==> src/design/psaf_pkg.sv <==
/*
 Package for the program space address former: register offsets, field
 positions, reset values, access kinds and the structs carried between the
 core side and program memory.
 Assumes a 16-bit data side, a 24-bit program word and one core clock.
*/
package psaf_pkg;

  // ------------------------------------------------------------
  // Widths
  // ------------------------------------------------------------
  localparam int PSAF_DW   = 16;
  localparam int PSAF_PW   = 24;
  localparam int PSAF_PGW  = 8;
  localparam int PSAF_RAW  = 4;

  // ------------------------------------------------------------
  // Register map
  // ------------------------------------------------------------
  localparam logic [PSAF_RAW-1:0] PSAF_OFS_TBLSEL = 4'h0;
  localparam logic [PSAF_RAW-1:0] PSAF_OFS_WINSEL = 4'h1;
  localparam logic [PSAF_RAW-1:0] PSAF_OFS_STATUS = 4'h2;
  localparam logic [PSAF_PGW-1:0] PSAF_RST_TBLSEL = 8'h00;
  localparam logic [PSAF_PGW-1:0] PSAF_RST_WINSEL = 8'h00;

  // Status fields
  localparam int PSAF_ST_WR_DROP  = 0;
  localparam int PSAF_ST_CFG_LAST = 1;

  // Field positions
  localparam int PSAF_CFG_BIT   = 7;
  localparam int PSAF_EA_MSB    = 15;

  // ------------------------------------------------------------
  // Types
  // ------------------------------------------------------------
  typedef enum logic [1:0] {
    PSAF_LANE_LOW  = 2'h0,
    PSAF_LANE_HIGH = 2'h1,
    PSAF_LANE_UPPR = 2'h2
  } psaf_lane_t;

  typedef struct packed {
    logic                valid;
    logic                write;
    logic                table_op;
    logic                byte_op;
    logic                upper;
    logic [PSAF_DW-1:0]  ea;
    logic [PSAF_DW-1:0]  wdata;
  } psaf_req_t;

  typedef struct packed {
    logic                rd;
    logic                wr;
    logic                cfg;
    logic [PSAF_PW-1:0]  addr;
    logic [2:0]          lane_en;
    logic [PSAF_PW-1:0]  wdata;
  } psaf_pm_t;

endpackage

==> src/design/psaf_top.sv <==
/*
 Program space address former. Forms program-memory addresses for table
 operations and for the remapped read window, steers data-memory accesses,
 and returns read data to the core one cycle after the program memory answers.
 Assumes program memory answers one cycle after a read and that the core
 holds no request open across cycles.
*/
`timescale 1ns/10ps

module psaf_top
  import psaf_pkg::*;
(
  input  wire logic                 clk,         // Core clock 200 MHz
  input  wire logic                 reset_n,     // Async reset, low
  input  wire logic [PSAF_RAW-1:0]  reg_addr,    // Register address
  input  wire logic [PSAF_DW-1:0]   reg_wdata,   // Register write data
  input  wire logic                 reg_wr,      // Register write strobe
  input  wire logic                 reg_rd,      // Register read strobe
  output logic      [PSAF_DW-1:0]   reg_rdata,   // Register read data
  input  wire psaf_req_t            core_req,    // Core access request
  output logic      [PSAF_DW-1:0]   core_rdata,  // Read data to core
  output logic                      core_rvalid, // Read data valid
  output logic                      dm_sel,      // Data memory select
  output logic      [PSAF_DW-1:0]   dm_addr,     // Data memory address
  output psaf_pm_t                  pm_cmd,      // Program memory command
  input  wire logic [PSAF_PW-1:0]   pm_rdata     // Program memory word
);

  // ------------------------------------------------------------
  // Helpers
  // ------------------------------------------------------------
  function automatic logic [2:0] lane_mask(input logic byte_op, input logic upper,
                                           input logic lsb);
    if (upper)
      lane_mask = 3'h4;
    else if (byte_op)
      lane_mask = lsb ? 3'h2 : 3'h1;
    else
      lane_mask = 3'h3;
  endfunction

  // ------------------------------------------------------------
  // Registers
  // ------------------------------------------------------------
  logic [PSAF_PGW-1:0] table_page_select_r;
  logic [PSAF_PGW-1:0] window_page_select_r;
  logic                wr_drop_r;
  logic                cfg_last_r;
  logic [PSAF_DW-1:0]  status_word;

  // Status bits at their field positions
  always_comb begin
    status_word                   = '0;
    status_word[PSAF_ST_WR_DROP]  = wr_drop_r;
    status_word[PSAF_ST_CFG_LAST] = cfg_last_r;
  end

  always_ff @(posedge clk or negedge reset_n) begin
    if (!reset_n) begin
      table_page_select_r  <= PSAF_RST_TBLSEL;
      window_page_select_r <= PSAF_RST_WINSEL;
    end else if (reg_wr) begin
      if (reg_addr == PSAF_OFS_TBLSEL)
        table_page_select_r <= reg_wdata[PSAF_PGW-1:0];
      if (reg_addr == PSAF_OFS_WINSEL)
        window_page_select_r <= reg_wdata[PSAF_PGW-1:0];
    end
  end

  always_ff @(posedge clk or negedge reset_n) begin
    if (!reset_n) begin
      reg_rdata <= '0;
    end else if (reg_rd) begin
      case (reg_addr)
        PSAF_OFS_TBLSEL: reg_rdata <= {8'h00, table_page_select_r};
        PSAF_OFS_WINSEL: reg_rdata <= {8'h00, window_page_select_r};
        PSAF_OFS_STATUS: reg_rdata <= status_word;
        default:         reg_rdata <= '0;
      endcase
    end else begin
      reg_rdata <= '0;
    end
  end

  // ------------------------------------------------------------
  // Path decode
  // ------------------------------------------------------------
  logic is_table;
  logic is_window;
  logic is_data;
  logic [PSAF_PW-1:0] tbl_addr;
  logic [PSAF_PW-1:0] win_addr;

  assign is_table  = core_req.valid && core_req.table_op;
  assign is_window = core_req.valid && !core_req.table_op && core_req.ea[PSAF_EA_MSB];
  assign is_data   = core_req.valid && !core_req.table_op && !core_req.ea[PSAF_EA_MSB];

  assign tbl_addr = {table_page_select_r, core_req.ea};
  assign win_addr = {1'b0, window_page_select_r, core_req.ea[PSAF_EA_MSB-1:0]};

  // ------------------------------------------------------------
  // Status
  // ------------------------------------------------------------
  always_ff @(posedge clk or negedge reset_n) begin
    if (!reset_n) begin
      wr_drop_r <= 1'b0;
    end else if (is_window && core_req.write) begin
      wr_drop_r <= 1'b1;
    end else if (reg_wr && reg_addr == PSAF_OFS_STATUS && reg_wdata[PSAF_ST_WR_DROP]) begin
      wr_drop_r <= 1'b0;
    end
  end

  always_ff @(posedge clk or negedge reset_n) begin
    if (!reset_n)
      cfg_last_r <= 1'b0;
    else if (is_table)
      cfg_last_r <= table_page_select_r[PSAF_CFG_BIT];
  end

  // ------------------------------------------------------------
  // Outputs to memories
  // ------------------------------------------------------------
  always_ff @(posedge clk or negedge reset_n) begin
    if (!reset_n) begin
      pm_cmd  <= '0;
      dm_sel  <= 1'b0;
      dm_addr <= '0;
    end else begin
      pm_cmd  <= '0;
      dm_sel  <= is_data;
      dm_addr <= is_data ? core_req.ea : '0;
      if (is_table) begin
        pm_cmd.rd      <= !core_req.write;
        pm_cmd.wr      <= core_req.write;
        pm_cmd.cfg     <= table_page_select_r[PSAF_CFG_BIT];
        pm_cmd.addr    <= tbl_addr;
        pm_cmd.lane_en <= lane_mask(core_req.byte_op, core_req.upper, core_req.ea[0]);
        pm_cmd.wdata   <= core_req.upper ? {core_req.wdata[7:0], 16'h0000}
                                         : {8'h00, core_req.wdata};
      end else if (is_window && !core_req.write) begin
        pm_cmd.rd      <= 1'b1;
        pm_cmd.cfg     <= 1'b0;
        pm_cmd.addr    <= win_addr;
        pm_cmd.lane_en <= 3'h3;
      end
    end
  end

  // ------------------------------------------------------------
  // Read return
  // ------------------------------------------------------------
  logic       pend_r;
  logic       pend_up_r;
  logic       pend_byte_r;
  logic       pend_odd_r;

  always_ff @(posedge clk or negedge reset_n) begin
    if (!reset_n) begin
      pend_r      <= 1'b0;
      pend_up_r   <= 1'b0;
      pend_byte_r <= 1'b0;
      pend_odd_r  <= 1'b0;
    end else begin
      pend_r      <= pm_cmd.rd;
      pend_up_r   <= pm_cmd.lane_en[2];
      pend_byte_r <= pm_cmd.lane_en != 3'h3;
      pend_odd_r  <= pm_cmd.lane_en == 3'h2;
    end
  end

  always_ff @(posedge clk or negedge reset_n) begin
    if (!reset_n) begin
      core_rvalid <= 1'b0;
      core_rdata  <= '0;
    end else begin
      core_rvalid <= pend_r;
      if (!pend_r)
        core_rdata <= '0;
      else if (pend_up_r)
        core_rdata <= {8'h00, pm_rdata[23:16]};
      else if (pend_byte_r)
        core_rdata <= {8'h00, pend_odd_r ? pm_rdata[15:8] : pm_rdata[7:0]};
      else
        core_rdata <= pm_rdata[15:0];
    end
  end

endmodule

==> config.mk <==
export PLATFORM = sky130hd
export DESIGN_NAME = psaf_top
export DESIGN_NICKNAME = d
export VERILOG_FILES = /design/src/design/psaf_pkg.sv /design/src/design/psaf_top.sv
export SDC_FILE = /design/constraint.sdc
export NUM_CORES = 1
export LEC_CHECK = 0
export BUFFER_PORTS_ARGS = -buffer_cell sky130_fd_sc_hd__clkbuf_2
export CAP_MARGIN = 20
export CORE_MARGIN = 2
export CORE_UTILIZATION = 52
export CTS_BUF_LIST = sky130_fd_sc_hd__clkbuf_4
export DETAILED_ROUTE_END_ITERATION = 10
export PLACE_DENSITY = 0.95
export SYNTH_ARGS = -nofsm -noshare
export SYNTH_HDL_FRONTEND = slang
export SYNTH_SLANG_ARGS = --single-unit
export TNS_END_PERCENT = 100
==> constraint.sdc <==
create_clock -name clk -period 2.35 [get_ports clk]
set_input_delay 0.3525 -clock clk [delete_from_list [all_inputs] [get_ports clk]]
set_output_delay 0.3525 -clock clk [all_outputs]
set_load 0.05 [all_outputs]
==> After elaboration in Yosys (flattened, before gate mapping) <==
Cells that the tools add are included.
{ "op_classes": {"muxes": 19, "eq_ne": 4, "reduce_logical": 15} }
{ "ops": {"columns": ["operator", "n"], "rows": [
  ["$mux W16", 5],
  ["$mux W24", 2],
  ["$mux W28", 1],
  ["$mux W26", 1],
  ["$pmux W8 S3", 1],
  ["$logic_and A1 B1 Y1", 8],
  ["$mux W8", 1],
  ["$mux W1", 5],
  ["$eq A4 B1 Y1 const B", 1],
  ["$eq A4 B2 Y1 const B", 1],
  ["$logic_not A4 Y1", 1],
  ["$mux W2", 2],
  ["$reduce_and A2 Y1", 2],
  ["$eq A3 B2 Y1 const B", 1],
  ["$logic_not A1 Y1", 3],
  ["$mux W3", 1],
  ["$ne A3 B2 Y1 const B", 1],
  ["$reduce_bool A2 Y1", 1]
]} }
{ "totals": {"output_inout_bits": 104, "in_bits": 85, "word_cells": 57, "reg_bits": 126} }

==> Logic depth before layout (Yosys ltp) <==
Gate-level depths: netlist of run 1.
{ "logic_depth": {"word_depth": 6, "mapped_depth": 5} }

==> Least setup slack after synthesis of run 1 <==
OpenSTA, ideal clock, no wires.
{ "synth_path": {"path_kind": "input to register", "start": "input reg_addr[1]", "end": "register window_page_select_r[0]", "path_stages": 4, "required_time_ps": 2225, "n_path_buf": 1, "path_slack_ps": 1024, "arrival_ps": 1201, "path_cell_list": "nor3_2 -> and3_1 -> buf_6 -> mux2_2"} }
{ "synth_between": {"elab_chain_cells": 2} }
{ "synth_rtl": {"columns": ["element", "line", "rtl"], "rows": [
  ["start: declaration", "psaf_top.sv:15", "input wire logic [PSAF_RAW-1:0] reg_addr,"],
  ["$eq A4 B1 Y1", "psaf_top.sv:65", "if (reg_addr == PSAF_OFS_WINSEL)"],
  ["$reduce_and A2 Y1 (no source line)", null, null],
  ["end signal: assignment", "psaf_top.sv:66", "window_page_select_r <= reg_wdata[PSAF_PGW-1:0];"],
  ["end: declaration", "psaf_top.sv:46", "logic [PSAF_PGW-1:0] window_page_select_r;"]
]} }
No other way between the ends.
A chain may end at the register's enable or synchronous reset.

==> Final worst setup path of run 1 <==
{ "layout_path": {"start": "register pm_cmd[26] (netlist name)", "end": "output pm_cmd[26] (netlist name)"} }
{ "layout_rtl": {"columns": ["element", "line", "rtl"], "rows": [
  ["start: declaration", "psaf_top.sv:25", "output psaf_pm_t pm_cmd,"]
]} }
No word-level cell between the ends.

==> results of run 1 <==
==> placed cells by master, fill, tap and decap left out, types with 6 or more instances in the layout <==
master and n:
a21oi_1 8, a22o_1 8, and2_1 64, and3_1 6, clkbuf_2 171, clkbuf_4 17, conb_1 9, dfrtp_1 117
mux2_2 17, mux2i_1 16, nor2_1 8, o21ai_0 10
==> registers in the layout, indices dropped and copies added (netlist names) <==
register              cells
dm_addr                  16
window_page_select_r      8
dm_sel                    1
pend_byte_r               1
core_rvalid               1
pend_odd_r                1
pend_up_r                 1
cfg_last_r                1
table_page_select_r       8
pm_cmd                   53
wr_drop_r                 1
pend_r                    1
reg_rdata                 8
core_rdata               16
==> path summary, 6_finish.rpt <==
check | startpoint | endpoint | slack [ns] | depth (start not counted)
setup / recovery | pm_cmd[26] | pm_cmd[26] | 0.80 | 1
hold / removal | core_req[10] | pm_cmd[10] | 0.05 | 2
setup reg to reg | pend_r | core_rdata[13] | 0.81 | 2
hold reg to reg | pm_cmd[53] | pend_r | 0.39 | 0
max in group asynchronous | reset_n | pm_cmd[30] | 1.41 | 3
min in group asynchronous | reset_n | reg_rdata[3] | 0.28 | 2
==> metal layers <==
metal / vias up / track usage (%) / share of wire [%]
met2: 159 / 37.4 / 50
li1: 1339 / - / -
met4: 0 / 10.5 / 2.7
met5: - / 0 / 0
met1: 1435 / 27.3 / 39
met3: 29 / 7.22 / 8.2
==> final cells by class <==
class	instances	area, µm²	share of cell area [%]
sequential	117	2930	53.5
clock buffer	17	128	2.33
timing repair buffer	176	908	16.6
multi-input combinational	168	1170	21.3
inverter	1	3.75	0.0686
tap	102	128	2.33
clock inverter	15	211	3.86
==> report_power, final <==
part / internal, µW / switching (µW)
Clock: 940 / 734
Sequential: 2150 / 80.2
Combinational: 209 / 437
==> kinds of logic after synthesis <==
logic type / after synthesis / synth area share [%]
DFF: 117 / 69.8
and+or+nand+nor: 96 / 14.1
muxes: 33 / 8.38
AOI/OAI and AO/OA: 30 / 4.59
buffers and inverters: 19 / 3.07
other: 1 / 0.0894
==> timing repair <==
| action | CTS | global route |
|---|---|---|
| endpoints found under the setup margin | 0 | 0 |
| endpoints found under the hold margin | 19 | 0 |
| hold buffers | 1 | 0 |
==> through the flow <==
step	hold WS (ns)	std cells	worst slack (ns)
5_1_grt	0.0174	596	0.718
3_5_place_dp	0.262	563	0.627
2_1_floorplan	0.0569	304	1.02
6_report	0.0525	596	0.799
4_1_cts	0.0156	596	0.767
3_3_place_gp	0.251	563	0.674
==> results.cfg, run 1 <==
[cells_and_area]
nNetsFinal = 566
final_core_util_pct = 70.5
drive_gt1_share_pct = 45.1
diodes = 0
fin_area_mm2 = 0.00547
area_growth_pct = 30.5
fillers = 544

[sta]
period_share_pct = 66.0
finClkSkew_ns = 0.0189
slew_headroom_pct = 44.8
slew_violations = 0
setup_viol = 0
fin_tns_setup_ns = 0
rsz0062_at_grt = no
hold_viol = 0
fin_crit_ns = 1.55
worst_pin_slew_ns = 0.827
max_freq_mhz = 645

[cts]
ctsResizeCount = 0
cts_root_buffer = clkbuf_4
cts_sinks = 117
clock_path_buffers = 2
cts_setup_buffers = 0
clk_latency_ns = 0.50
numCtsBuffers = 17
cts_tree = done
htreeDepth = 4
clk_pin_slew_ns = 0.11

[pwr]
power_density_mw_per_mm2 = 831
power_uw = 4550
total_leakage_power_uw = 0.00307
ir_drop_mv = 0.533

[synthesis]
synth_top_flop_cell = dfrtp_1
synth_top_area_share_pct = 69.8
async_flop_share_pct = 100
ys_seq_area_share_pct = 69.8
synth_cell_types = 29
synth-seq-cells = 117
yosys-top-cells-count = dfrtp_1 (117), and2_1 (64), mux2_2 (17)
synth_warnings = 0
synth_top_cell_by_area = dfrtp_1
synth.most_common_cell = dfrtp_1
netlist_instances = 296
syn_area_per_cell_um2 = 14.2
synth_edf_count = 0
synthesis.area_mm2 = 0.00419
yosys-top-cells-area = dfrtp_1 (70%), and2_1 (9.5%), mux2_2 (4.6%)

[floorplan]
die_w_um = 93.8
initial_core_util_pct = 54.0
die-area_mm2 = 0.00880
die_h_um = 93.8
ioPinCount = 189
core-area_mm2 = 0.00777
rows = 32

[detailed_routing]
drt-pass1-iter-count = 4
avgViaCountPerCell = 4.97
drtIter0Drc = 97
wl_per_cell_um = 15.9
vias = 2962
wl_mm = 9.46
drc = 0
ant_nets = 0

[place]
gp_congestion = 0.803
placed_area_mm2 = 0.00512
portBuffers = 172
dpl.hpwl_mm = 7.26

[run]
cap_viol_max_count = 0

[setup_path]
slowest_delay_ns = 0.40
cp.arrival_ns = 1.20
critPathMaxFanout = 4
setup.worst_path.class = flip-flop to primary output
cp-start-kind = flip-flop
crit_buf_inv = 1
crit_path_end_kind = primary output
required_ns = 2.00
cpLargestDelayFamily = flip-flops
crit_chain = clkbuf_2
critPathSlowestCell = dfrtp_1

[global_route]
grt_pass1_vias = 3046
grt.overflow.total = 0
grt_max_degree = 43
antenna_found_initial = 0
grtUsageTotal_pct = 22.7
grt_pass1_wl_mm = 14.9

[outcome]
status = completed

[hold_path]
hold_path_class = input port to flip-flop
Power figures use the tool's default switching activity.
==> run 2, diff against run 1 <==
ABC_AREA = 1   (was not set)
CORE_UTILIZATION = 44   (was 52)
PLACE_DENSITY = 0.89   (was 0.95)
clock period = 1.3 ns   (was 2.35 ns; I/O delays follow)
==> run 2 against run 1 <==
  * The flow now finishes with violations (negative setup slack)
  * Die area increased by 21%
  * Sequential share of layout area down 13 points
  * Worst hold slack better by 0.010 ns
  * Combinational power rose to 2.7 times the previous value
  * Synthesized cell count up 41%
==> results.cfg, run 2 <==
[synthesis]
synth_warnings = 0
synth_edf_count = 0
synth_top_area_share_pct = 67.8
yosys-top-cells-count = dfrtp_1 (117), inv_1 (70), nor2_1 (70)
synth-seq-cells = 117
async_flop_share_pct = 100
synthesis.area_mm2 = 0.00432
synth_top_flop_cell = dfrtp_1
synth_top_cell_by_area = dfrtp_1
yosys-top-cells-area = dfrtp_1 (68%), inv_1 (6.1%), nor2_1 (6.1%)
synth_cell_types = 25
netlist_instances = 416
synth.most_common_cell = dfrtp_1
ys_seq_area_share_pct = 67.8
syn_area_per_cell_um2 = 10.4

[outcome]
status = finished with violations
violations = negative setup slack

[pwr]
p_clk_share_pct = 31.9
total_leakage_power_uw = 0.00387
power.switching_uw = 2610
power_frac_comb_pct = 20.4
p_seq_share_pct = 47.7
ir_drop_mv = 0.886
internal-power_uw = 5910
power_density_mw_per_mm2 = 1180
switching_share_pct = 30.6
power_uw = 8510

[setup_path]
crit_path_end_kind = primary output
setup.worst_path.class = flip-flop to primary output
reg2reg_from = pend_up_r
crit_chain = buf_6
r2r-end = core_rdata[9]
slowest_delay_ns = 0.48
crit_buf_inv = 1
critPathSlowestCell = dfrtp_1
critPathMaxFanout = 1
cp.depth = 1
reg2reg_depth = 4
r2r_setup_slack_ns = -0.06
cp-start-kind = flip-flop
cpLargestDelayFamily = flip-flops
cp.arrival_ns = 1.19
required_ns = 1.11

[detailed_routing]
vias = 4136
drtIter0Drc = 186
avgViaCountPerCell = 5.05
wl_per_cell_um = 19.7
wl_mm = 16.2
ant_nets = 0
drt-pass1-iter-count = 5
drc = 0

[sta]
hold_viol = 0
rsz0062_at_grt = yes
slew_violations = 0
fin_ws_ns = -0.0805
setup_viol = 11
fin_crit_ns = 1.38
finClkSkew_ns = 0.0144
max_freq_mhz = 724
hold_ws_ns = 0.0626
period_share_pct = 106

[cells_and_area]
final_common_cell = dfrtp_1
largest_reg_flops = 53
diodes = 0
area_growth_pct = 67.6
most-common-layout-cells = dfrtp_1 (116), buf_8 (82), clkbuf_2 (75)
fin_area_mm2 = 0.00724
drive_gt1_share_pct = 34.3
fillers = 576
final_core_util_pct = 75.1
nNetsFinal = 759
top_register = pm_cmd
top_regs = pm_cmd x53, core_rdata x16, dm_addr x16

[hold_path]
whs_endpoint = wr_drop_r
holdCritStartpoint = core_req[36]
hold_depth = 5
hold_path_class = input port to flip-flop

[floorplan]
die_h_um = 103
rows = 36
ioPinCount = 189
core-area_mm2 = 0.00964
initial_core_util_pct = 44.8
die-area_mm2 = 0.0106
die_w_um = 103

[place]
placed_area_mm2 = 0.00536
portBuffers = 172
dpl.hpwl_mm = 7.52
gp_congestion = 0.886

[global_route]
grt_pass1_wl_mm = 22.8
grt_max_degree = 61
grt.overflow.total = 0
antenna_found_initial = 0
grtUsageTotal_pct = 29.6
grt_pass1_vias = 4248

[cts]
htreeDepth = 4
clk_latency_ns = 0.50
clock_path_buffers = 2
cts_tree = done
cts_sinks = 117
cts_root_buffer = clkbuf_4
numCtsBuffers = 17
clk_pin_slew_ns = 0.12

[run]
cap_viol_max_count = 0
==> run 2: logic make-up after synthesis <==
kind of cell	synth area share [%]
buf+inv	9.59
compound gates	6.08
simple gates	16.5
other cells	0.0868
flops	67.8
==> run 2: worst reg2reg max path: stages (launching register included) <==
cell,delay (ns)
dfrtp_1,0.46
buf_4,0.21
nor2_1,0.21
nand2_2,0.19
nor2_1,0.20
==> run 2: area by class of cell <==
cell class / instances / area [µm²] / area share (%)
clock buffer: 19 / 143 / 1.97
inverter: 71 / 267 / 3.68
clock inverter: 12 / 138 / 1.90
multi-input combinational: 214 / 1030 / 14.2
timing repair buffer: 253 / 2560 / 35.4
sequential: 117 / 2930 / 40.5
tap: 133 / 166 / 2.30
==> run 2: repair_timing <==
| item | CTS | global route |
|---|---|---|
| endpoints found under the hold margin | 211 | 0 |
| endpoints found under the setup margin | 96 | 122 |
| hold buffers | 64 | 0 |
| gates resized for setup | 178 | 117 |
| setup buffers | 2 | 1 |
==> run 2: worst max-delay path by stage <==
| stage | startpoint | slack [ns] | end |
|---|---|---|---|
| CTS | pm_cmd[50] | -0.05 | pm_cmd[51] |
| floorplan | pend_byte_r | 0.19 | core_rdata[6] |
| global placement | core_req[34] | 0.003 | pm_cmd[31] |
| detailed placement | core_req[34] | -0.04 | pm_cmd[36] |
| global route | core_rdata[9] | -0.12 | core_rdata[9] |
| finish | core_rdata[4] | -0.08 | core_rdata[4] |
==> run 2: per-layer routing <==
layer,vias to the layer above,wire length (µm),global-route usage [%]
met4,0,944,14.9
met2,299,8080,49.0
li1,1774,-,-
met5,-,0,2.88
met1,1978,5420,32.4
met3,85,1710,12.7
==> run 2: stage by stage <==
| step | setup TNS, ns | instances | setup WS (ns) |
|---|---|---|---|
| final | -0.278 | 819 | -0.0805 |
| after global routing | -2.84 | 819 | -0.125 |
| after CTS | -0.663 | 818 | -0.0463 |
| after detailed placement | -0.251 | 721 | -0.0379 |
| after global placement | 0 | 721 | 0.00268 |
| after floorplan | 0 | 424 | 0.187 |
==> run 2: power groups by stage <==
stage               registers (µW)  clock network [µW]  logic [µW]
detailed placement            4070                   0        1260
floorplan                     4460                   0         425
global placement              4060                   0        1230
finish                        4060                2710        1740
global route                  4080                2940        1840
CTS                           4010                2680        1590
==> run 3, diff against run 2 <==
TNS_END_PERCENT = 10   (was 100)
==> run 3 against run 2 <==
  * Sequential share of layout area up 0.056 points
  * The run still ends with negative setup slack left
  * Clock power barely moved
  * Core utilization fell by 0.10 points
  * Clock skew about the same
==> results.cfg, run 3 (same netlist as run 2, synthesis figures left out) <==
[global_route]
grt_pass1_vias = 4248
grtUsageTotal_pct = 29.6
grt_util_met1_pct = 32.4
grt_pass1_wl_mm = 22.8
met3_usage_pct = 12.7
grt_max_degree = 61
grtUsageMet2_pct = 49.0
grt.overflow.total = 0
antenna_found_initial = 0
grt-busiest-layer = met2

[detailed_routing]
drt-pass1-iter-count = 5
wl_mm = 16.5
avgViaCountPerCell = 5.08
drc = 0
ant_nets = 0
vias = 4153
drtIter0Drc = 190
wl_per_cell_um = 20.1

[place]
placed_area_mm2 = 0.00536
portBuffers = 172
dp_worst_setup_slack_ns = -0.0379
gp_congestion = 0.886
dpl.hpwl_mm = 7.52

[cts]
htreeDepth = 4
clk_pin_slew_ns = 0.12
numCtsBuffers = 17
cts_sinks = 117
cts_tree = done
clk_latency_ns = 0.52
clock_path_buffers = 2
cts_root_buffer = clkbuf_4

[setup_path]
r2r-end = core_rdata[13]
critPathSlowestCell = dfrtp_1
crit_path_end = core_rdata[13]
setup.worst_path.class = flip-flop to flip-flop
crit_path_end_kind = flip-flop
reg2reg_depth = 4
crit_start = pend_up_r
critPathMaxFanout = 9
path_common_cell = nor2_1
required_ns = 1.71
cp.arrival_ns = 1.92
reg2reg_from = pend_up_r
cp-start-kind = flip-flop
r2r_setup_slack_ns = -0.21
crit_chain = buf_4 > nor2_1 > nand2_2 > nor2_1
slowest_delay_ns = 0.46

[sta]
hold_ws_ns = 0.0475
max_freq_mhz = 664
slew_violations = 0
slew_headroom_pct = 65.7
rsz0062_at_grt = yes
fin_crit_ns = 1.51
fin_ws_ns = -0.205
finClkSkew_ns = 0.0145
period_share_pct = 116
hold_viol = 0
setup_viol = 27
worst_pin_slew_ns = 0.514

[cells_and_area]
top_regs = pm_cmd x53, core_rdata x16, dm_addr x16
fin_area_mm2 = 0.00723
final_common_cell = dfrtp_1
nNetsFinal = 758
area_growth_pct = 67.4
largest_reg_flops = 53
diodes = 0
most-common-layout-cells = dfrtp_1 (116), buf_8 (80), clkbuf_2 (75)
drive_gt1_share_pct = 34.2
top_register = pm_cmd

[hold_path]
hold_path_class = input port to flip-flop
holdCritStartpoint = core_req[36]
hold_depth = 5

[pwr]
total_leakage_power_uw = 0.00387
power_density_mw_per_mm2 = 1180
p_seq_share_pct = 47.6
internal-power_uw = 5900
power.switching_uw = 2630
p_clk_share_pct = 32.0
power_uw = 8530
switching_share_pct = 30.8
ir_drop_mv = 0.885
power_frac_comb_pct = 20.4

[floorplan]
core-area_mm2 = 0.00964
ioPinCount = 189
die-area_mm2 = 0.0106
initial_core_util_pct = 44.8
rows = 36
die_w_um = 103
die_h_um = 103

[outcome]
status = finished with violations
violations = negative setup slack

[run]
cap_viol_max_count = 0
[run 3: layout make-up]
class / instances / area, µm²
clock inverters: 12 / 138
flip-flops and latches: 117 / 2930
multi-input cells: 214 / 1030
inverters: 71 / 267
well taps: 133 / 166
repair buffers: 252 / 2550
clock buffers: 19 / 143
fillers: 583 / 2410
[run 3: critical path: cells and delay by family (launching register included)]
kind / cells / cell delay (ns)
buf+inv: 1 / 0.20
flops: 1 / 0.46
simple gates: 3 / 0.73
[run 3: per-layer routing]
| layer | wire length [µm] | up-vias | share of wire (%) |
|---|---|---|---|
| met4 | 961 | 0 | 5.8 |
| met1 | 5660 | 1982 | 34 |
| met3 | 1690 | 88 | 10 |
| met5 | 0 | - | 0 |
| li1 | - | 1772 | - |
| met2 | 8150 | 311 | 50 |
[run 3: power groups by stage]
stage,registers [µW],logic [µW],clock network (µW)
2_1_floorplan,4460,425,0
3_3_place_gp,4060,1230,0
3_5_place_dp,4070,1260,0
4_1_cts,4010,1590,2680
5_1_grt,4080,1840,2950
6_report,4060,1740,2730
[run 3: worst min path at each step]
stage	slack (ns)	endpoint
floorplan	-0.10	cfg_last_r
global placement	0.07	pm_cmd[8]
detailed placement	0.07	pm_cmd[11]
CTS	0.003	core_rdata[4]
global route	0.04	core_rdata[7]
finish	0.05	wr_drop_r
[run 3: through the flow]
step	util, %	setup TNS, ns	instances
4_1_cts	73.1	-0.663	818
5_1_grt	75.0	-4.91	818
3_3_place_gp	55.6	0	721
6_report	75.0	-0.671	818
2_1_floorplan	-	0	424
3_5_place_dp	55.6	-0.251	721
[run 3: repair_timing]
item | in CTS | in global routing
endpoints found under the setup margin | 96 | 122
hold buffers | 64 | 0
resized for setup | 178 | 115
buffers inserted | 2 | 0
gates cloned | 0 | 0
endpoints found under the hold margin | 211 | 0
